### src/bsem_pkg.sv
// Package with register map, field positions and carriers for the event block
package bsem_pkg;
    localparam logic [11:0] EVT_OFF  = 12'h000;
    localparam logic [11:0] MSK_OFF  = 12'h004;
    localparam logic [11:0] STS_OFF  = 12'h008;
    localparam logic [11:0] CTL_OFF  = 12'h00c;
    localparam logic [11:0] CHK_OFF  = 12'h010;
    localparam logic [11:0] DAT_OFF  = 12'h014;
    localparam logic [11:0] TXL_OFF  = 12'h018;
    localparam int EV_RX   = 0;
    localparam int EV_TX   = 1;
    localparam int EV_BSY  = 2;
    localparam int EV_RCH  = 3;
    localparam int EV_TXE  = 4;
    localparam int EV_GRA  = 7;
    localparam int EV_DCC  = 10;
    localparam int EV_GLT  = 11;
    localparam int EV_GLR  = 12;
    localparam logic [15:0] EV_VALID = 16'h1c9f;
    localparam logic [15:0] EV_RESET = 16'h0000;
    localparam logic [15:0] MSK_RESET = 16'h0000;
    localparam int STS_CS  = 1;
    localparam int CTL_TRN = 0;
    localparam int CTL_HUNT = 1;
    localparam int CTL_GRA = 2;
    localparam int CTL_CRST = 3;
    localparam logic [7:0] ESC_RESET = 8'h10;
    localparam logic [7:0] SYN_RESET = 8'h32;
    localparam logic [7:0] ENQ_RESET = 8'h2d;
    localparam logic [7:0] ETX_RESET = 8'h03;

    typedef struct packed {
        logic rx_clk_glitch;
        logic tx_clk_glitch;
        logic tx_msg_active;
        logic tx_cts_lost;
        logic tx_underrun;
        logic tx_last_bit;
        logic rx_buf_closed;
        logic rx_buf_avail;
    } bsem_line_s;

    typedef struct packed {
        logic       valid;
        logic [7:0] data;
    } bsem_char_s;
endpackage

### src/bsem_top.sv
// Event, mask and live status block of one bisync serial channel
//
// Function
// - Sixteen-bit event register; each recognised event sets its own bit.
// - Writing ones clears those event bits; zeros leave bits alone; reads anytime.
// - Interrupt stays high while any unmasked event bit remains set.
// - Reset clears the event register.
// - Event bit positions 12,11,10,7,4,3,2,1,0; others reserved.
// - Receive and transmit clock glitches set their own events.
// - Carrier sense change from the phase loop sets its event.
// - Graceful halt done sets after the running message ends, or at once.
// - Lost clear-to-send or underrun during sending sets send fault.
// - Each character written to the receive buffer sets char received.
// - No buffer: discard character, set busy, wait for hunt command.
// - Buffer sent sets when last bit or check sequence starts.
// - Closing a receive buffer sets buffer received.
// - Sixteen-bit mask register, same layout, one enables, reset clears.
// - Eight-bit read-only live line condition register.
// - Carrier sense bit shows the phase loop carrier sense.
// - Transmit length is never altered; software keeps it above zero.
// - Transparent receive strips escape and sees controls only after it.
// - Sync and stripped escape characters are left out of the check sum.
// - Check restart command clears the check sum; the next character is accumulated.
// - Enquiry ends the block with no check sequence expected.
`timescale 1ns/1ps
module bsem_top (
    input  wire logic               mclk_i,
    input  wire logic               srst_i,
    input  wire logic               psel_i,
    input  wire logic               penable_i,
    input  wire logic               pwrite_i,
    input  wire logic [11:0]        paddr_i,
    input  wire logic [31:0]        pwdata_i,
    input  wire logic [3:0]         pstrb_i,
    output logic      [31:0]        prdata_o,
    output logic                    pready_o,
    output logic                    pslverr_o,
    input  wire bsem_pkg::bsem_line_s line_i,
    input  wire logic               carrier_sense_i,
    input  wire bsem_pkg::bsem_char_s rx_char_i,
    output bsem_pkg::bsem_char_s    rx_store_o,
    output logic                    block_end_o,
    output logic                    check_expected_o,
    output logic [7:0]              check_sum_o,
    output logic                    rx_hunting_o,
    output logic [15:0]             tx_length_o,
    output logic                    irq_o
);
    // Bus decode
    wire        acc      = psel_i & penable_i;
    wire        wr_acc   = acc & pwrite_i;
    wire        hit_evt  = paddr_i == bsem_pkg::EVT_OFF;
    wire        hit_msk  = paddr_i == bsem_pkg::MSK_OFF;
    wire        hit_sts  = paddr_i == bsem_pkg::STS_OFF;
    wire        hit_ctl  = paddr_i == bsem_pkg::CTL_OFF;
    wire        hit_chk  = paddr_i == bsem_pkg::CHK_OFF;
    wire        hit_dat  = paddr_i == bsem_pkg::DAT_OFF;
    wire        hit_txl  = paddr_i == bsem_pkg::TXL_OFF;
    wire        mapped   = hit_evt | hit_msk | hit_sts | hit_ctl | hit_chk | hit_dat | hit_txl;
    wire [15:0] wmask16  = {{8{pstrb_i[1]}}, {8{pstrb_i[0]}}};
    wire [15:0] wdata16  = pwdata_i[15:0] & wmask16;

    assign pready_o  = 1'b1;
    assign pslverr_o = acc & ~mapped;

    logic [15:0] evt_q, evt_d, msk_q, msk_d, tx_len_q;
    logic [7:0]  esc_q, syn_q, enq_q, etx_q;
    logic        trn_q, hunt_q, cs_q, gra_pend_q, esc_seen_q, in_block_q;
    logic        crst_q;
    logic [7:0]  sum_q;
    logic [31:0] prdata_q;
    bsem_pkg::bsem_char_s store_q;
    logic        bend_q, chkexp_q;

    // Control register commands are one-shot on write
    wire cmd_wr   = wr_acc & hit_ctl & pstrb_i[0];
    wire cmd_hunt = cmd_wr & pwdata_i[bsem_pkg::CTL_HUNT];
    wire cmd_gra  = cmd_wr & pwdata_i[bsem_pkg::CTL_GRA];
    wire cmd_crst = cmd_wr & pwdata_i[bsem_pkg::CTL_CRST];

    // Receive character classification
    wire rc       = rx_char_i.valid & ~hunt_q;
    wire is_syn   = rx_char_i.data == syn_q;
    wire is_esc   = rx_char_i.data == esc_q;
    wire is_ctl   = (rx_char_i.data == enq_q) | (rx_char_i.data == etx_q);
    wire strip    = trn_q & is_esc & ~esc_seen_q;
    wire ctl_ok   = is_ctl & (~trn_q | esc_seen_q);
    wire to_store = rc & ~is_syn & ~strip;
    wire stored   = to_store & line_i.rx_buf_avail;
    wire dropped  = to_store & ~line_i.rx_buf_avail;
    wire is_enq   = ctl_ok & (rx_char_i.data == enq_q);
    wire in_sum   = stored & ~crst_q;

    // Graceful halt completes now if idle, else at message end
    wire gra_done = (cmd_gra & ~line_i.tx_msg_active) |
                    (gra_pend_q & ~line_i.tx_msg_active);

    logic [15:0] ev_set;
    always_comb begin
        ev_set = '0;
        ev_set[bsem_pkg::EV_GLR] = line_i.rx_clk_glitch;
        ev_set[bsem_pkg::EV_GLT] = line_i.tx_clk_glitch;
        ev_set[bsem_pkg::EV_DCC] = carrier_sense_i ^ cs_q;
        ev_set[bsem_pkg::EV_GRA] = gra_done;
        ev_set[bsem_pkg::EV_TXE] = line_i.tx_msg_active &
                                   (line_i.tx_cts_lost | line_i.tx_underrun);
        ev_set[bsem_pkg::EV_RCH] = stored;
        ev_set[bsem_pkg::EV_BSY] = dropped;
        ev_set[bsem_pkg::EV_TX]  = line_i.tx_last_bit;
        ev_set[bsem_pkg::EV_RX]  = line_i.rx_buf_closed;
    end

    // Set wins over a same-cycle clear
    wire [15:0] ev_clr = (wr_acc & hit_evt) ? wdata16 : 16'h0000;
    assign evt_d = ((evt_q & ~ev_clr) | ev_set) & bsem_pkg::EV_VALID;
    assign msk_d = (wr_acc & hit_msk) ?
                   (((msk_q & ~wmask16) | wdata16) & bsem_pkg::EV_VALID) : msk_q;

    assign irq_o = |(evt_q & msk_q);

    // Register read mux
    wire [31:0] rd_mux =
        hit_evt ? {16'h0000, evt_q} :
        hit_msk ? {16'h0000, msk_q} :
        hit_sts ? {24'h000000, 6'h00, cs_q, 1'b0} :
        hit_ctl ? {28'h0000000, 2'b00, hunt_q, trn_q} :
        hit_chk ? {etx_q, enq_q, syn_q, esc_q} :
        hit_dat ? {24'h000000, sum_q} :
        hit_txl ? {16'h0000, tx_len_q} : 32'h00000000;

    always_ff @(posedge mclk_i) begin
        if (srst_i) begin
            evt_q <= bsem_pkg::EV_RESET;
            msk_q <= bsem_pkg::MSK_RESET;
        end else begin
            evt_q <= evt_d;
            msk_q <= msk_d;
        end
    end

    always_ff @(posedge mclk_i) begin
        if (srst_i) begin
            cs_q       <= 1'b0;
            gra_pend_q <= 1'b0;
            trn_q      <= 1'b0;
            hunt_q     <= 1'b1;
        end else begin
            cs_q       <= carrier_sense_i;
            gra_pend_q <= (gra_pend_q | cmd_gra) & line_i.tx_msg_active;
            if (cmd_wr) begin
                trn_q <= pwdata_i[bsem_pkg::CTL_TRN];
            end
            if (cmd_hunt) begin
                hunt_q <= 1'b0;
            end else if (dropped | (ctl_ok & rc)) begin
                hunt_q <= 1'b1;
            end
        end
    end

    always_ff @(posedge mclk_i) begin
        if (srst_i) begin
            esc_q <= bsem_pkg::ESC_RESET;
            syn_q <= bsem_pkg::SYN_RESET;
            enq_q <= bsem_pkg::ENQ_RESET;
            etx_q <= bsem_pkg::ETX_RESET;
        end else if (wr_acc & hit_chk) begin
            if (pstrb_i[0]) esc_q <= pwdata_i[7:0];
            if (pstrb_i[1]) syn_q <= pwdata_i[15:8];
            if (pstrb_i[2]) enq_q <= pwdata_i[23:16];
            if (pstrb_i[3]) etx_q <= pwdata_i[31:24];
        end
    end

    // Transmit length is stored only by software
    always_ff @(posedge mclk_i) begin
        if (srst_i) begin
            tx_len_q <= 16'h0001;
        end else if (wr_acc & hit_txl) begin
            tx_len_q <= (tx_len_q & ~wmask16) | wdata16;
        end
    end

    // Receive path, escape tracking and check accumulation
    always_ff @(posedge mclk_i) begin
        if (srst_i) begin
            esc_seen_q <= 1'b0;
            sum_q      <= 8'h00;
            crst_q     <= 1'b0;
            store_q    <= '0;
            bend_q     <= 1'b0;
            chkexp_q   <= 1'b0;
            in_block_q <= 1'b0;
        end else begin
            if (rc) begin
                esc_seen_q <= strip;
            end
            crst_q <= 1'b0;
            if (cmd_crst) begin
                sum_q <= 8'h00;
            end else if (in_sum) begin
                sum_q <= sum_q ^ rx_char_i.data;
            end
            store_q.valid <= stored;
            if (stored) begin
                store_q.data <= rx_char_i.data;
            end
            bend_q   <= rc & ctl_ok;
            chkexp_q <= rc & ctl_ok & ~is_enq;
            if (rc & ~is_syn) begin
                in_block_q <= ~ctl_ok;
            end
        end
    end

    always_ff @(posedge mclk_i) begin
        if (srst_i) begin
            prdata_q <= 32'h00000000;
        end else if (psel_i & ~penable_i & ~pwrite_i) begin
            prdata_q <= rd_mux;
        end
    end
    assign prdata_o = prdata_q;

    assign rx_store_o       = store_q;
    assign block_end_o      = bend_q;
    assign check_expected_o = chkexp_q;
    assign check_sum_o      = sum_q;
    assign rx_hunting_o     = hunt_q;
    assign tx_length_o      = tx_len_q;

    // Assertions
    a_irq_masked_events: assert property (@(posedge mclk_i) disable iff (srst_i)
        irq_o == |(evt_q & msk_q)) else $error("irq not tied to masked events");
    a_evt_w1c_clear: assert property (@(posedge mclk_i) disable iff (srst_i)
        (wr_acc & hit_evt & (pstrb_i == 4'hf) & (ev_set == 16'h0000)) |=>
        evt_q == ($past(evt_q) & ~$past(pwdata_i[15:0]))) else $error("w1c failed");
    a_evt_set_wins: assert property (@(posedge mclk_i) disable iff (srst_i)
        (ev_set[bsem_pkg::EV_RX]) |=> evt_q[bsem_pkg::EV_RX]) else $error("rx event lost");
    a_evt_reserved_zero: assert property (@(posedge mclk_i)
        ((evt_q | msk_q) & ~bsem_pkg::EV_VALID) == 16'h0000) else $error("reserved bit set");
    a_evt_reset_clear: assert property (@(posedge mclk_i)
        srst_i |=> (evt_q == 16'h0000) && (msk_q == 16'h0000)) else $error("reset not cleared");
    a_busy_hunts: assert property (@(posedge mclk_i) disable iff (srst_i)
        dropped |=> evt_q[bsem_pkg::EV_BSY] && rx_hunting_o) else $error("busy not taken");
    a_enq_no_check: assert property (@(posedge mclk_i) disable iff (srst_i)
        (rc & is_enq) |=> block_end_o && !check_expected_o) else $error("enq expects check");
    a_status_cs: assert property (@(posedge mclk_i) disable iff (srst_i)
        ##1 cs_q == $past(carrier_sense_i)) else $error("cs status stale");
    a_strip_escape: assert property (@(posedge mclk_i) disable iff (srst_i)
        (rc & strip) |=> !rx_store_o.valid) else $error("escape stored");
    a_gra_idle_now: assert property (@(posedge mclk_i) disable iff (srst_i)
        (cmd_gra & ~line_i.tx_msg_active) |=> evt_q[bsem_pkg::EV_GRA]) else $error("gra late");
    a_rx_glitch_sets: assert property (@(posedge mclk_i) disable iff (srst_i)
        line_i.rx_clk_glitch
        |=> evt_q[bsem_pkg::EV_GLR]) else $error("rx glitch event lost");
    a_tx_glitch_sets: assert property (@(posedge mclk_i) disable iff (srst_i)
        line_i.tx_clk_glitch
        |=> evt_q[bsem_pkg::EV_GLT]) else $error("tx glitch event lost");
    a_cs_change_sets: assert property (@(posedge mclk_i) disable iff (srst_i)
        (carrier_sense_i ^ cs_q)
        |=> evt_q[bsem_pkg::EV_DCC]) else $error("carrier change event lost");
    a_send_fault_sets: assert property (@(posedge mclk_i) disable iff (srst_i)
        (line_i.tx_msg_active & (line_i.tx_cts_lost | line_i.tx_underrun))
        |=> evt_q[bsem_pkg::EV_TXE]) else $error("send fault event lost");
    a_char_rx_sets: assert property (@(posedge mclk_i) disable iff (srst_i)
        stored
        |=> evt_q[bsem_pkg::EV_RCH] && rx_store_o.valid) else $error("char received not flagged");
    a_buf_sent_sets: assert property (@(posedge mclk_i) disable iff (srst_i)
        line_i.tx_last_bit
        |=> evt_q[bsem_pkg::EV_TX]) else $error("buffer sent event lost");
    a_gra_after_msg: assert property (@(posedge mclk_i) disable iff (srst_i)
        (gra_pend_q & ~line_i.tx_msg_active)
        |=> evt_q[bsem_pkg::EV_GRA]) else $error("graceful done late");
    a_evt_holds_idle: assert property (@(posedge mclk_i) disable iff (srst_i)
        (ev_clr == 16'h0000) && (ev_set == 16'h0000)
        |=> $stable(evt_q)) else $error("event register changed alone");
    a_irq_stays_high: assert property (@(posedge mclk_i) disable iff (srst_i)
        ((evt_q & msk_q) != 16'h0000) && !(wr_acc & hit_evt)
        |=> irq_o) else $error("irq dropped with events pending");
    a_mask_write_full: assert property (@(posedge mclk_i) disable iff (srst_i)
        (wr_acc & hit_msk & (pstrb_i == 4'hf))
        |=> msk_q == ($past(pwdata_i[15:0]) & bsem_pkg::EV_VALID)) else $error("mask write lost");
    a_status_read: assert property (@(posedge mclk_i) disable iff (srst_i)
        (psel_i & ~penable_i & ~pwrite_i & hit_sts)
        |=> prdata_o == {30'h00000000, $past(cs_q), 1'b0}) else $error("status read wrong");
    a_txlen_untouched: assert property (@(posedge mclk_i) disable iff (srst_i)
        !(wr_acc & hit_txl)
        |=> $stable(tx_length_o)) else $error("tx length altered");
    a_sync_not_summed: assert property (@(posedge mclk_i) disable iff (srst_i)
        (rc & is_syn & ~cmd_crst)
        |=> $stable(check_sum_o) && !rx_store_o.valid) else $error("sync char summed");
    a_restart_clears: assert property (@(posedge mclk_i) disable iff (srst_i)
        cmd_crst
        |=> check_sum_o == 8'h00) else $error("check restart ignored");
    a_ctl_needs_esc: assert property (@(posedge mclk_i) disable iff (srst_i)
        (rc & trn_q & is_ctl & ~esc_seen_q)
        |=> !block_end_o) else $error("control seen without escape");
    a_hunt_ignores: assert property (@(posedge mclk_i) disable iff (srst_i)
        (rx_char_i.valid & hunt_q)
        |=> !rx_store_o.valid && !block_end_o) else $error("char taken while hunting");
    a_hunt_cmd_starts: assert property (@(posedge mclk_i) disable iff (srst_i)
        cmd_hunt
        |=> !rx_hunting_o) else $error("hunt command ignored");
    a_etx_expects_chk: assert property (@(posedge mclk_i) disable iff (srst_i)
        (rc & ctl_ok & ~is_enq)
        |=> block_end_o && check_expected_o) else $error("check not expected");

    c_irq_raised: cover property (@(posedge mclk_i) disable iff (srst_i) $rose(irq_o));
    c_busy_event: cover property (@(posedge mclk_i) disable iff (srst_i) dropped);
    c_gra_pending: cover property (@(posedge mclk_i) disable iff (srst_i) gra_pend_q ##1 !gra_pend_q);
    c_block_end: cover property (@(posedge mclk_i) disable iff (srst_i) block_end_o && check_expected_o);
    c_escaped_ctl: cover property (@(posedge mclk_i) disable iff (srst_i) rc & trn_q & esc_seen_q & is_ctl);
endmodule

### config.mk
export PLATFORM = sky130hd
export DESIGN_NAME = bsem_top
export DESIGN_NICKNAME = d
export VERILOG_FILES = /design/src/bsem_pkg.sv /design/src/bsem_top.sv
export SDC_FILE = /design/constraint.sdc
export NUM_CORES = 1
export LEC_CHECK = 0
export ABC_CLOCK_PERIOD_IN_PS = 2950
export BUFFER_PORTS_ARGS = -buffer_cell sky130_fd_sc_hd__buf_2
export CAP_MARGIN = 30
export CORE_MARGIN = 2
export CORE_UTILIZATION = 50
export DETAILED_ROUTE_END_ITERATION = 16
export PLACE_DENSITY_LB_ADDON = 0.25
export SLEW_MARGIN = 20
export SYNTH_ARGS = -nofsm -noshare
export SYNTH_HDL_FRONTEND = slang
export SYNTH_SLANG_ARGS = --single-unit
### constraint.sdc
create_clock -name mclk_i -period 2.95 [get_ports mclk_i]
set_clock_uncertainty 0.2 [all_clocks]
set_input_delay 0.4425 -clock mclk_i [delete_from_list [all_inputs] [get_ports mclk_i]]
set_output_delay 0.4425 -clock mclk_i [all_outputs]
set_load 0.02 [all_outputs]
Word level (Yosys, flattened, before mapping). Index checks and enable logic that the tools add are counted. W data, S select, Z words.

Bits in registers: 122. Input port bits: 71. Output and inout bits: 71. Logic and storage cells: 110.

Equal/unequal tests: 10. Multiplexer cells: 10. Bitwise gates (word level): 64. Reductions and logical operators: 8.

Operators by type and width (number): $mux W32 (5); $and A13 B13 Y13 (3); $eq A12 B5 Y1 const B (3); $and A16 B16 Y16 (2); $eq A8 B8 Y1 (4); $mux W16 (2); $and A1 B1 Y1 (29); $or A13 B13 Y13 (2); $eq A12 B4 Y1 const B (2); $not A16 Y16 (1); $or A16 B16 Y16 (1); $reduce_or A16 Y1 (1); $mux W13 (1); $not A13 Y13 (1); $eq A12 B3 Y1 const B (1); $logic_not A12 Y1 (1); $or A1 B1 Y1 (12); $not A1 Y1 (11); $reduce_and A2 Y1 (4); $xor A8 B8 Y8 (1); $mux W1 (2); $reduce_bool A2 Y1 (1); $reduce_or A2 Y1 (1); $xor A1 B1 Y1 (1).

Depth between registers and ports, before layout. Gate-level depths: netlist of the first run.

Depth after elaboration: 9. Mapped depth: 7. Depth with buffers taken out: 5.

Least setup slack after synthesis of the first run. Ideal clock, no wire load.

Path type: input to register. Start point: in paddr_i[11]. End point: reg with a tool-made name. Library setup time: 120 ps. Arrival: 1976 ps. Data required time: 2630 ps. Slack: 655 ps. Stages: 6. Buffers on the path: 1. Cells stage by stage: or4_4 nor4_4 and3_1 buf_6 nor2b_2 a211o_1.

RTL lines: start: declaration (RTL line bsem_top.sv:32) `input wire logic [11:0] paddr_i,`.

Final worst setup path of the first run.
Start point: in paddr_i[11]. End point: out pslverr_o.

Cells in the longest elaborated chain, start to end: 9.

RTL lines: $eq A12 B3 Y1 / $logic_not A12 Y1 (equally long branches) (RTL line bsem_top.sv:53, bsem_top.sv:52); $or A1 B1 Y1 (5 in series) (RTL line bsem_top.sv:59) `wire mapped = hit_evt | hit_msk | hit_sts | hit_ctl | hit_chk | hit_dat | hit_txl;`; $or A1 B1 Y1 * (RTL line bsem_top.sv:59); $not A1 Y1 * (RTL line bsem_top.sv:64) `assign pslverr_o = acc & ~mapped;`; $and A1 B1 Y1 * (RTL line bsem_top.sv:64); end: declaration (RTL line bsem_top.sv:37) `output logic pslverr_o,`.

Mark *: on every way between the ends. The rest lies on a longest branch, timed or not.

==> results of run 1 <==
## layout by cell type, fill, tap and decap left out, types with 10 or more instances in the layout
| cell type | count |
|---|---|
| sky130_fd_sc_hd__buf_2 | 139 |
| sky130_fd_sc_hd__dfxtp_1 | 122 |
| sky130_fd_sc_hd__nand2_1 | 80 |
| sky130_fd_sc_hd__nor2_1 | 56 |
| sky130_fd_sc_hd__a21oi_1 | 54 |
| sky130_fd_sc_hd__mux2i_1 | 51 |
| sky130_fd_sc_hd__nand3_1 | 35 |
| sky130_fd_sc_hd__dlygate4sd3_1 | 32 |
| sky130_fd_sc_hd__xnor2_1 | 24 |
| sky130_fd_sc_hd__o21ai_0 | 23 |
| sky130_fd_sc_hd__clkbuf_16 | 16 |
| sky130_fd_sc_hd__nand2b_1 | 13 |
| sky130_fd_sc_hd__buf_4 | 13 |
| sky130_fd_sc_hd__nor2b_1 | 12 |
| sky130_fd_sc_hd__nand4_1 | 12 |
| sky130_fd_sc_hd__and3_1 | 10 |
## area by class of cell
cell class                 count  share of cell area (%)
tap                          140                    2.43
clock inverter                 7                   0.955
inverter                       6                   0.312
clock buffer                  22                    6.56
sequential                   122                    33.9
timing repair buffer         185                    15.7
multi-input combinational    468                    40.1
## worst max-delay path by stage
stage | start | to | slack [ps] | depth (start not counted)
floorplan | paddr_i[11] | register | 650 | 6
global placement | paddr_i[11] | register | 370 | 6
detailed placement | paddr_i[11] | register | 330 | 6
CTS | paddr_i[11] | pslverr_o | 610 | 5
global route | paddr_i[11] | pslverr_o | 570 | 5
finish | paddr_i[11] | pslverr_o | 590 | 5
## per-stage QoR
| step | hold WS [ps] | worst slack, ps | cells |
|---|---|---|---|
| 2_1_floorplan | 258 | 655 | 643 |
| 3_3_place_gp | 236 | 374 | 889 |
| 3_5_place_dp | 246 | 329 | 889 |
| 4_1_cts | 1.30 | 611 | 949 |
| 5_1_grt | 15.5 | 565 | 950 |
| 6_report | 21.8 | 588 | 950 |
## where the power goes
| group | total (mW) | internal, mW | switching, mW |
|---|---|---|---|
| Combinational | 0.263 | 0.113 | 0.150 |
| Clock | 1.90 | 1.19 | 0.712 |
| Sequential | 1.66 | 1.66 | 0.00652 |
## kinds of logic after synthesis
| logic type | share of synthesized area (%) |
|---|---|
| buf+inv | 4.05 |
| xor+xnor | 5.20 |
| other cells | 0.0675 |
| simple gates | 22.6 |
| mux | 10.0 |
| flops | 44.0 |
| compound gates | 14.1 |
## per-layer routing
metal,vias up,wire length [um]
met1,2559,7170
met3,33,1200
met2,227,8150
met5,-,0
li1,2570,-
met4,0,407
## worst reg2reg max path, cell delays in order (launching register included)
cell	delay, ps
sky130_fd_sc_hd__dfxtp_1	350
sky130_fd_sc_hd__xor2_1	170
sky130_fd_sc_hd__nor4_1	520
sky130_fd_sc_hd__a21boi_1	330
sky130_fd_sc_hd__nand3_1	250
sky130_fd_sc_hd__mux2i_1	200
==> impl_summary.txt, run 1 <==
----------------------------------------------------
[Drt]
  Vias after detailed routing ... 5389
  Total wirelength of the detailed-routed design ... 16.9 mm
  Count of TritonRoute iterations in the first routing pass ... 5
  Remaining routing DRC violations ... 0
  ANT nets after route ... 0
  Ratio of routed vias to standard cells ... 5.67
  Routed wire length per instance ... 17.8 um
  Initial detailed-routing violation count ... 428

[Floorplan]
  Floorplan core area ... 0.0108 mm2
  Ports placed on the boundary ... 142
  Initial Util ... 51.2%
  Die width ... 109 um
  Total number of placement rows ... 38
  Area of the die ... 0.0120 mm2
  Die height ... 109 um

[STA]
  Final period utilization ... 80.1%
  Worst max-slew margin expressed relative to the limit ... 45.8%
  Pins Over Slew Limit ... 0
  Slew at the pin closest to its max-slew limit ... 810 ps
  Minimum period implied by the final worst setup slack ... 2360 ps
  Setup violators final ... 0
  Number of endpoints with negative hold slack in the final report ... 0
  Peak Freq ... 423 MHz
  Total Negative Setup Slacks ... 0 ps
  Unrepaired setup endpoints after global routing ... false

[Global routing]
  GR peak layer ... met2
  Global-route wire length before repair ... 26.2 mm
  Antenna violations before repair ... 0
  Maximum number of pins on one net before global-route repair ... 82
  Remaining Overflow, GRT ... 0
  Grt met2 use ... 48.7%
  GRT Total Usage ... 29.1%
  Met3 capacity usage during global routing ... 6.88%
  Number of global-route vias before repair ... 5178
  Met1 layer usage reported by global route ... 35.9%

[Yosys]
  Cell area after technology mapping ... 0.00556 mm2
  Top cells by instance count after synthesis ... 122 x sky130_fd_sc_hd__dfxtp_1, 80 x sky130_fd_sc_hd__nand2_1, 56 x sky130_fd_sc_hd__nor2_1
  Most area-consuming cells after synthesis ... sky130_fd_sc_hd__dfxtp_1 44%, sky130_fd_sc_hd__mux2i_1 9.2%, sky130_fd_sc_hd__nand2_1 5.4%, sky130_fd_sc_hd__a21oi_1 4.9%, sky130_fd_sc_hd__nor2_1 3.8%
  Predominant post-synthesis flop cell ... sky130_fd_sc_hd__dfxtp_1
  Nets in the synthesized netlist ... 714
  Register bit total from synthesis ... 122
  Number of synthesized flops with an enable pin ... 0
  Number of warnings issued by yosys ... 0
  Sequential share of the synthesized area ... 44.0%
  Netlist cell types ... 63
  Most instantiated library cell after synthesis ... sky130_fd_sc_hd__dfxtp_1
  Cell type contributing the most total cell area after synthesis ... sky130_fd_sc_hd__dfxtp_1
  Proportion of synthesized flip-flops having asynchronous set or reset ... 0%
  Syn avg cell area ... 8.64 um2
  Number of cells produced by synthesis ... 643
  Area share of the largest cell type after synthesis ... 44.0%

[Pwr]
  Maximum resistive drop on vdd ... 0.000325 V
  LEAKAGE ... 2.97 nW
  Design Power ... 3.83 mW
  P per Cell Area ... 531 mW/mm2

[Clocking]
  Number of instances resized during post-cts repair ... 0
  Clk Latency, worst-skew pair ... 530 ps
  Total CTS buffers ... 17
  CTS H-Tree Depth ... 4
  Clk buf depth ... 2
  Clock tree from TritonCTS ... built
  Post-CTS Hold Buffers ... 31
  Clock transition at path regs ... 60 ps
  Post-CTS setup-driven buffer insertion count ... 0
  CTS root buf ... sky130_fd_sc_hd__clkbuf_8
  Number of clock sinks seen by CTS ... 122

[Worst setup path]
  Delay-heaviest family, CP ... simple AND/OR/NAND/NOR gates
  R2r endpoint ... check_sum_o[3]$_SDFFE_PP0P_
  Library cell contributing the largest single delay on the critical path ... sky130_fd_sc_hd__or4_4
  Critical path peak fanout ... 3
  Kind of end point of the critical path ... output port
  Critical Path Start Type ... input pin
  Most numerous cell on the critical path ... sky130_fd_sc_hd__buf_2
  Cell chain of the critical path ... buf_2 > or4_4 > nor3_1 > a21oi_1 > buf_2
  Crit path DAT ... 1720 ps
  CP peak stage delay ... 570 ps
  Buffering stage count on the worst path with inverters included ... 2
  Worst R2R Start ... syn_q[3]$_SDFFE_PP0P_
  Category of the critical setup timing path ... in2out
  Cell depth of the worst flop-to-flop path ... 5
  Required time of the worst setup path ... 2310 ps
  Reg2Reg Setup Slack ... 860 ps

[Place]
  DP Area ... 0.00635 mm2
  Placer congestion estimate ... 0.912
  Count of buffers from port buffering ... 140
  Detailed-placement wirelength estimate ... 12.0 mm

[Cells and area]
  Area growth from synthesis to final layout ... 29.8%
  Final design area excluding fillers ... 0.00721 mm2
  Area of the multi-input gates ... 0.00289 mm2
  Number of inserted filler cells in the final layout ... 906
  Share of final-layout standard cells stronger than drive strength 1 ... 24.3%
  Nets@finish ... 871
  Final Util ... 66.5%
  Final antenna diode count ... 0
  Register area ... 0.00244 mm2

[Min path]
  Worst hold path depth ... 3
  Hold Crit Endpoint ... syn_q[2]$_SDFFE_PP0P_
  Hold/Removal Path Class ... in2reg
  Worst hold start ... pwdata_i[10]

[Flow run]
  Number of max-capacitance violations reported ... 0

[Run status]
  Status ... finished clean

----------------------------------------------------
Power figures use the tool's default switching activity.
==> run 2: changes to the inputs <==
- ABC_CLOCK_PERIOD_IN_PS: 2950 -> 2130
- CORE_UTILIZATION: 50 -> 48
- clock period: 2.95 -> 2.13 ns (I/O delays scaled with it)
==> run 2 against run 1 <==
Register-to-register slack got worse by 580 ps. Global-route usage decreased by 1.5 points. Setup slack got worse by 460 ps. Die area increased by 4.0%. Combinational power increased by 48%. Highest routed layer unchanged. Sequential power increased by 39%.
==> impl_summary.txt, run 2 (synthesis results as in run 1) <==
----------------------------------------------------
[Pwr]
  Switching share of power ... 22.2% (-0.53 points)
  Switching power total ... 1.23 mW (+42%)
  Maximum resistive drop on vdd ... 0.000568 V (+75%)
  Seq pwr share ... 41.5% (-2.0 points)
  P per Cell Area ... 734 mW/mm2 (+38%)
  Combinational group share of total power ... 7.0% (about the same)
  LEAKAGE ... 3.18 nW (+6.8%)
  Cell-internal power ... 4.32 mW (+46%)
  Clock power frac ... 51.4% (+1.7 points)

[STA]
  Final period utilization ... 94.1%
  Final worst-path setup slack ... 126 ps (-462 ps)
  Setup violators final ... 0 (unchanged)
  Smallest hold slack ... 14.8 ps (-7.03 ps)
  Pins Over Slew Limit ... 0 (unchanged)
  Unrepaired setup endpoints after global routing ... false
  Peak Freq ... 499 MHz
  Number of endpoints with negative hold slack in the final report ... 0 (unchanged)
  Minimum period implied by the final worst setup slack ... 2000 ps
  Total Negative Setup Slacks ... 0 ps (unchanged)

[Drt]
  ANT nets after route ... 0 (unchanged)
  Initial detailed-routing violation count ... 458 (+7.0%)
  Routed wire length per instance ... 17.3 um (-2.8%)
  Vias after detailed routing ... 5530 (+2.6%)
  Ratio of routed vias to standard cells ... 5.57 (-1.7%)
  Count of TritonRoute iterations in the first routing pass ... 5 (unchanged)
  Remaining routing DRC violations ... 0 (unchanged)
  Total wirelength of the detailed-routed design ... 17.2 mm (+1.5%)

[Place]
  Placer congestion estimate ... 0.927 (+1.6%)
  Detailed-placement wirelength estimate ... 12.5 mm (+4.6%)
  Worst Setup Slack post-DPL ... -224 ps (-553 ps)
  Count of buffers from port buffering ... 140 (unchanged)
  DP Area ... 0.00662 mm2 (+4.4%)

[Floorplan]
  Initial Util ... 48.9% (-2.4 points)
  Ports placed on the boundary ... 142 (unchanged)
  Area of the die ... 0.0125 mm2 (+4.0%)
  Total number of placement rows ... 39 (+2.6%)
  Die height ... 112 um (+2.0%)
  Floorplan core area ... 0.0114 mm2 (+4.9%)
  Die width ... 112 um (+2.0%)

[Flow run]
  Number of max-capacitance violations reported ... 0 (unchanged)

[Global routing]
  Remaining Overflow, GRT ... 0 (unchanged)
  Antenna violations before repair ... 0 (unchanged)
  Global-route wire length before repair ... 27.1 mm (+3.2%)
  Maximum number of pins on one net before global-route repair ... 37 (-55%)
  Number of global-route vias before repair ... 5316 (+2.7%)
  GRT Total Usage ... 27.6% (-1.5 points)

[Cells and area]
  Most frequent standard cell in the layout excluding fill and tap cells ... sky130_fd_sc_hd__buf_2
  Top library cells by usage in the layout, fill and taps aside ... 139 x sky130_fd_sc_hd__buf_2, 122 x sky130_fd_sc_hd__dfxtp_1, 80 x sky130_fd_sc_hd__nand2_1
  Final design area excluding fillers ... 0.00756 mm2 (+4.8%)
  Final antenna diode count ... 0 (unchanged)
  Area growth from synthesis to final layout ... 36.0%
  Share of final-layout standard cells stronger than drive strength 1 ... 27.1% (+2.8 points)
  Nets@finish ... 907 (+4.1%)
  Final Util ... 66.5% (about the same)

[Worst setup path]
  Critical path peak fanout ... 3 (unchanged)
  R2r endpoint ... check_sum_o[2]$_SDFFE_PP0P_
  Cell depth of the worst flop-to-flop path ... 7 (+2)
  Category of the critical setup timing path ... in2out
  Required time of the worst setup path ... 1610 ps (-700 ps)
  Worst R2R Start ... syn_q[3]$_SDFFE_PP0P_
  Origin of the worst setup path ... paddr_i[11]
  Critical Path Start Type ... input pin
  Reg2Reg Setup Slack ... 280 ps (-580 ps)
  Crit path DAT ... 1480 ps (-240 ps)
  Kind of end point of the critical path ... output port

[Clocking]
  Clock transition at path regs ... 50 ps (about the same)
  Clk buf depth ... 2 (unchanged)
  CTS root buf ... sky130_fd_sc_hd__clkbuf_16
  Number of clock sinks seen by CTS ... 122 (unchanged)
  Clock tree from TritonCTS ... built
  CTS H-Tree Depth ... 4 (unchanged)
  Clk Latency, worst-skew pair ... 420 ps (-110 ps)
  Total CTS buffers ... 17 (unchanged)

[Run status]
  Status ... finished clean

[Min path]
  Hold/Removal Path Class ... in2reg
  Hold Crit Endpoint ... syn_q[2]$_SDFFE_PP0P_
  Worst hold start ... pwdata_i[10]
  Worst hold path depth ... 3 (unchanged)

----------------------------------------------------
==> run 2: changes by cell type in the layout (fill, tap and decap cells not counted), moves of 2 or more <==
cell and change:
sky130_fd_sc_hd__buf_12 +2, sky130_fd_sc_hd__buf_4 +32, sky130_fd_sc_hd__dlygate4sd3_1 +2, sky130_fd_sc_hd__clkbuf_1 +4
==> run 2: how the worst max path moves through the flow <==
| stage | end | slack, ps |
|---|---|---|
| 2_1_floorplan | register | -40 |
| 3_3_place_gp | register | -220 |
| 3_5_place_dp | register | -220 |
| 4_1_cts | pslverr_o | 6 |
| 5_1_grt | irq_o | 40 |
| 6_report | pslverr_o | 130 |
==> run 2: per-layer routing <==
metal  up-vias  wire length [um]  global-route usage [%]
met1      2642              7500                    35.0
met5         -                 0                       0
li1       2640                 -                       -
met2       215              8270                    46.3
met4         0               344                    11.4
met3        33              1070                    5.33
==> run 2: power groups by stage <==
stage          sequential [mW]  combinational (mW)  clock, mW
6_report                  2.30               0.390       2.85
5_1_grt                   2.30               0.418       2.96
4_1_cts                   2.30               0.385       2.87
3_5_place_dp              2.35               0.335          0
3_3_place_gp              2.35               0.329          0
2_1_floorplan             2.35               0.169          0
==> run 2: stage by stage <==
step                power [mW]  instances
floorplan                 2.52        643
global placement          2.68        925
detailed placement        2.69        925
CTS                       5.55        991
global route              5.68        992
finish                    5.55        992
==> run 2: critical path, stage by stage <==
cell and delay (ps):
sky130_fd_sc_hd__buf_2 100, sky130_fd_sc_hd__or4_4 560, sky130_fd_sc_hd__nor3_1 160, sky130_fd_sc_hd__buf_4 140, sky130_fd_sc_hd__a21oi_1 50, sky130_fd_sc_hd__buf_2 150
==> run 2: layout make-up <==
class,instances,area [um2]
fill,968,3810
multi-input combinational,468,2890
sequential,122,2440
timing repair buffer,221,1430
clock buffer,26,499
tap,143,179
clock inverter,6,86.3
inverter,6,22.5
==> run 2: what timing repair did <==
item / in CTS / in global routing
setup endpoints to repair: 0 / 1
hold endpoints to repair: 39 / 0
hold buffers: 34 / 0
buffers inserted: 0 / 1
resized for setup: 0 / 0
==> run 3: changes to the inputs <==
- RECOVER_POWER: default -> 50
==> run 3 against run 2 <==
Non-clock buffer count unchanged. Wire length hardly changed. Critical path depth unchanged. Combinational power hardly changed. Core utilization decreased by 1.1 points. Register-to-register slack about the same. Cell count is the same. Clock power barely moved. Highest routed layer unchanged.
==> impl_summary.txt, run 3 (synthesis results as in run 1) <==
----------------------------------------------------
[Run status]
  Status ... finished clean

[STA]
  Unrepaired setup endpoints after global routing ... false
  Peak Freq ... 498 MHz (-0.15%)
  Minimum period implied by the final worst setup slack ... 2010 ps (+3.10 ps)
  Smallest hold slack ... 19.0 ps (+4.18 ps)
  Final period utilization ... 94.2% (+0.15 points)
  Pins Over Slew Limit ... 0 (unchanged)
  Final worst-path setup slack ... 123 ps (-3.10 ps)
  Setup violators final ... 0 (unchanged)
  Number of endpoints with negative hold slack in the final report ... 0 (unchanged)
  Total Negative Setup Slacks ... 0 ps (unchanged)

[Cells and area]
  Final Util ... 65.3% (-1.1 points)
  Nets@finish ... 907 (unchanged)
  Top library cells by usage in the layout, fill and taps aside ... 122 x sky130_fd_sc_hd__dfxtp_1, 80 x sky130_fd_sc_hd__nand2_1, 80 x sky130_fd_sc_hd__clkbuf_1
  Number of inserted filler cells in the final layout ... 1013 (+4.6%)
  Area growth from synthesis to final layout ... 33.7%
  Most frequent standard cell in the layout excluding fill and tap cells ... sky130_fd_sc_hd__dfxtp_1
  Non-filler cells, final ... 992 (unchanged)
  Share of final-layout standard cells stronger than drive strength 1 ... 18.3% (-8.8 points)
  Final design area excluding fillers ... 0.00743 mm2 (-1.7%)
  Final antenna diode count ... 0 (unchanged)

[Global routing]
  GRT Total Usage ... 27.6% (unchanged)
  Maximum number of pins on one net before global-route repair ... 37 (unchanged)
  Number of global-route vias before repair ... 5316 (unchanged)
  Met3 capacity usage during global routing ... 5.33% (unchanged)
  Global-route wire length before repair ... 27.1 mm (unchanged)
  GR peak layer ... met2
  Antenna violations before repair ... 0 (unchanged)
  Met1 layer usage reported by global route ... 35.0% (unchanged)
  Remaining Overflow, GRT ... 0 (unchanged)
  Grt met2 use ... 46.3% (unchanged)

[Pwr]
  Maximum resistive drop on vdd ... 0.000574 V (+1.0%)
  Design Power ... 5.54 mW (about the same)
  Clock power frac ... 51.5% (about the same)
  Seq pwr share ... 41.6% (about the same)
  P per Cell Area ... 746 mW/mm2 (+1.6%)
  LEAKAGE ... 2.85 nW (-10%)
  Switching power total ... 1.23 mW (-0.13%)
  Switching share of power ... 22.2% (about the same)
  Combinational group share of total power ... 7.0% (about the same)
  Cell-internal power ... 4.31 mW (about the same)

[Drt]
  Vias after detailed routing ... 5540 (+0.18%)
  Count of TritonRoute iterations in the first routing pass ... 5 (unchanged)
  ANT nets after route ... 0 (unchanged)
  Routed wire length per instance ... 17.3 um (about the same)
  Total wirelength of the detailed-routed design ... 17.2 mm (about the same)
  Initial detailed-routing violation count ... 437 (-4.6%)
  Remaining routing DRC violations ... 0 (unchanged)
  Ratio of routed vias to standard cells ... 5.58 (+0.18%)

[Worst setup path]
  Worst R2R Start ... syn_q[3]$_SDFFE_PP0P_
  R2r endpoint ... check_sum_o[2]$_SDFFE_PP0P_
  Cell depth of the worst flop-to-flop path ... 7 (unchanged)
  Crit path DAT ... 1490 ps (about the same)
  Required time of the worst setup path ... 1610 ps (about the same)
  Kind of end point of the critical path ... output port
  Critical path peak fanout ... 3 (unchanged)
  Category of the critical setup timing path ... in2out
  Origin of the worst setup path ... paddr_i[11]
  Capturing instance or port of the critical path ... pslverr_o
  Reg2Reg Setup Slack ... 270 ps (about the same)
  Critical Path Start Type ... input pin

[Floorplan]
  Die width ... 112 um (unchanged)
  Total number of placement rows ... 39 (unchanged)
  Initial Util ... 48.9% (unchanged)
  Floorplan core area ... 0.0114 mm2 (unchanged)
  Die height ... 112 um (unchanged)
  Area of the die ... 0.0125 mm2 (unchanged)
  Ports placed on the boundary ... 142 (unchanged)

[Clocking]
  Clk buf depth ... 2 (unchanged)
  Clock tree from TritonCTS ... built
  CTS root buf ... sky130_fd_sc_hd__clkbuf_16
  Clk Latency, worst-skew pair ... 420 ps (about the same)
  CTS H-Tree Depth ... 4 (unchanged)
  Clock transition at path regs ... 50 ps (about the same)
  Number of instances resized during post-cts repair ... 0 (unchanged)
  Total CTS buffers ... 17 (unchanged)
  Number of clock sinks seen by CTS ... 122 (unchanged)

[Flow run]
  Number of max-capacitance violations reported ... 0 (unchanged)

[Place]
  Placer congestion estimate ... 0.927 (unchanged)
  Detailed-placement wirelength estimate ... 12.5 mm (unchanged)
  Worst Setup Slack post-DPL ... -224 ps (unchanged)
  Count of buffers from port buffering ... 140 (unchanged)
  DP Area ... 0.00662 mm2 (unchanged)
  Number of instances in the placed design ... 925 (unchanged)

[Min path]
  Hold/Removal Path Class ... in2reg
  Worst hold path depth ... 3 (unchanged)

----------------------------------------------------
## run 3: cell types whose count changed in the layout (fill, tap and decap cells not counted), sizes merged
cell / change
buf: -78
clkbuf: +78
## run 3: final cells by class
class | count | area (um2) | area share [%]
sequential | 122 | 2440 | 32.9
clock inverter | 6 | 86.3 | 1.16
clock buffer | 26 | 499 | 6.72
multi-input combinational | 468 | 2890 | 38.9
timing repair buffer | 221 | 1310 | 17.6
inverter | 6 | 22.5 | 0.303
tap | 143 | 179 | 2.41
## run 3: power groups by stage
stage	Sequential (mW)	Combinational (mW)	Clock (mW)
5_1_grt	2.30	0.416	2.96
6_report	2.30	0.387	2.85
3_3_place_gp	2.35	0.329	0
3_5_place_dp	2.35	0.335	0
4_1_cts	2.30	0.385	2.87
2_1_floorplan	2.35	0.169	0
## run 3: timing repair
action,in CTS,in global routing
hold endpoints to repair,39,0
setup buffers,0,1
endpoints found under the setup margin,0,1
hold buffers,34,0
## run 3: how the worst min path moves through the flow
stage                                    startpoint                   endpoint
after global routing                   pwdata_i[12]      syn_q[4]$_SDFFE_PP1P_
final                                  pwdata_i[10]      syn_q[2]$_SDFFE_PP0P_
after floorplan                           line_i[1]        evt_q[0]$_SDFF_PP0_
after detailed placement  prdata_o[18]$_SDFFE_PP0P_  prdata_o[18]$_SDFFE_PP0P_
after global placement    prdata_o[18]$_SDFFE_PP0P_  prdata_o[18]$_SDFFE_PP0P_
after CTS                              pwdata_i[10]      syn_q[2]$_SDFFE_PP0P_
## run 3: critical path, stage by stage
cell and delay, ps:
sky130_fd_sc_hd__buf_2 100, sky130_fd_sc_hd__or4_4 560, sky130_fd_sc_hd__nor3_1 160, sky130_fd_sc_hd__buf_4 140, sky130_fd_sc_hd__a21oi_1 50, sky130_fd_sc_hd__buf_2 150
## run 3: per-layer routing
layer	part of all wire, %	up-vias
li1	-	2640
met1	43	2631
met2	48	236
met3	7.0	33
met4	2.1	0
met5	0	-
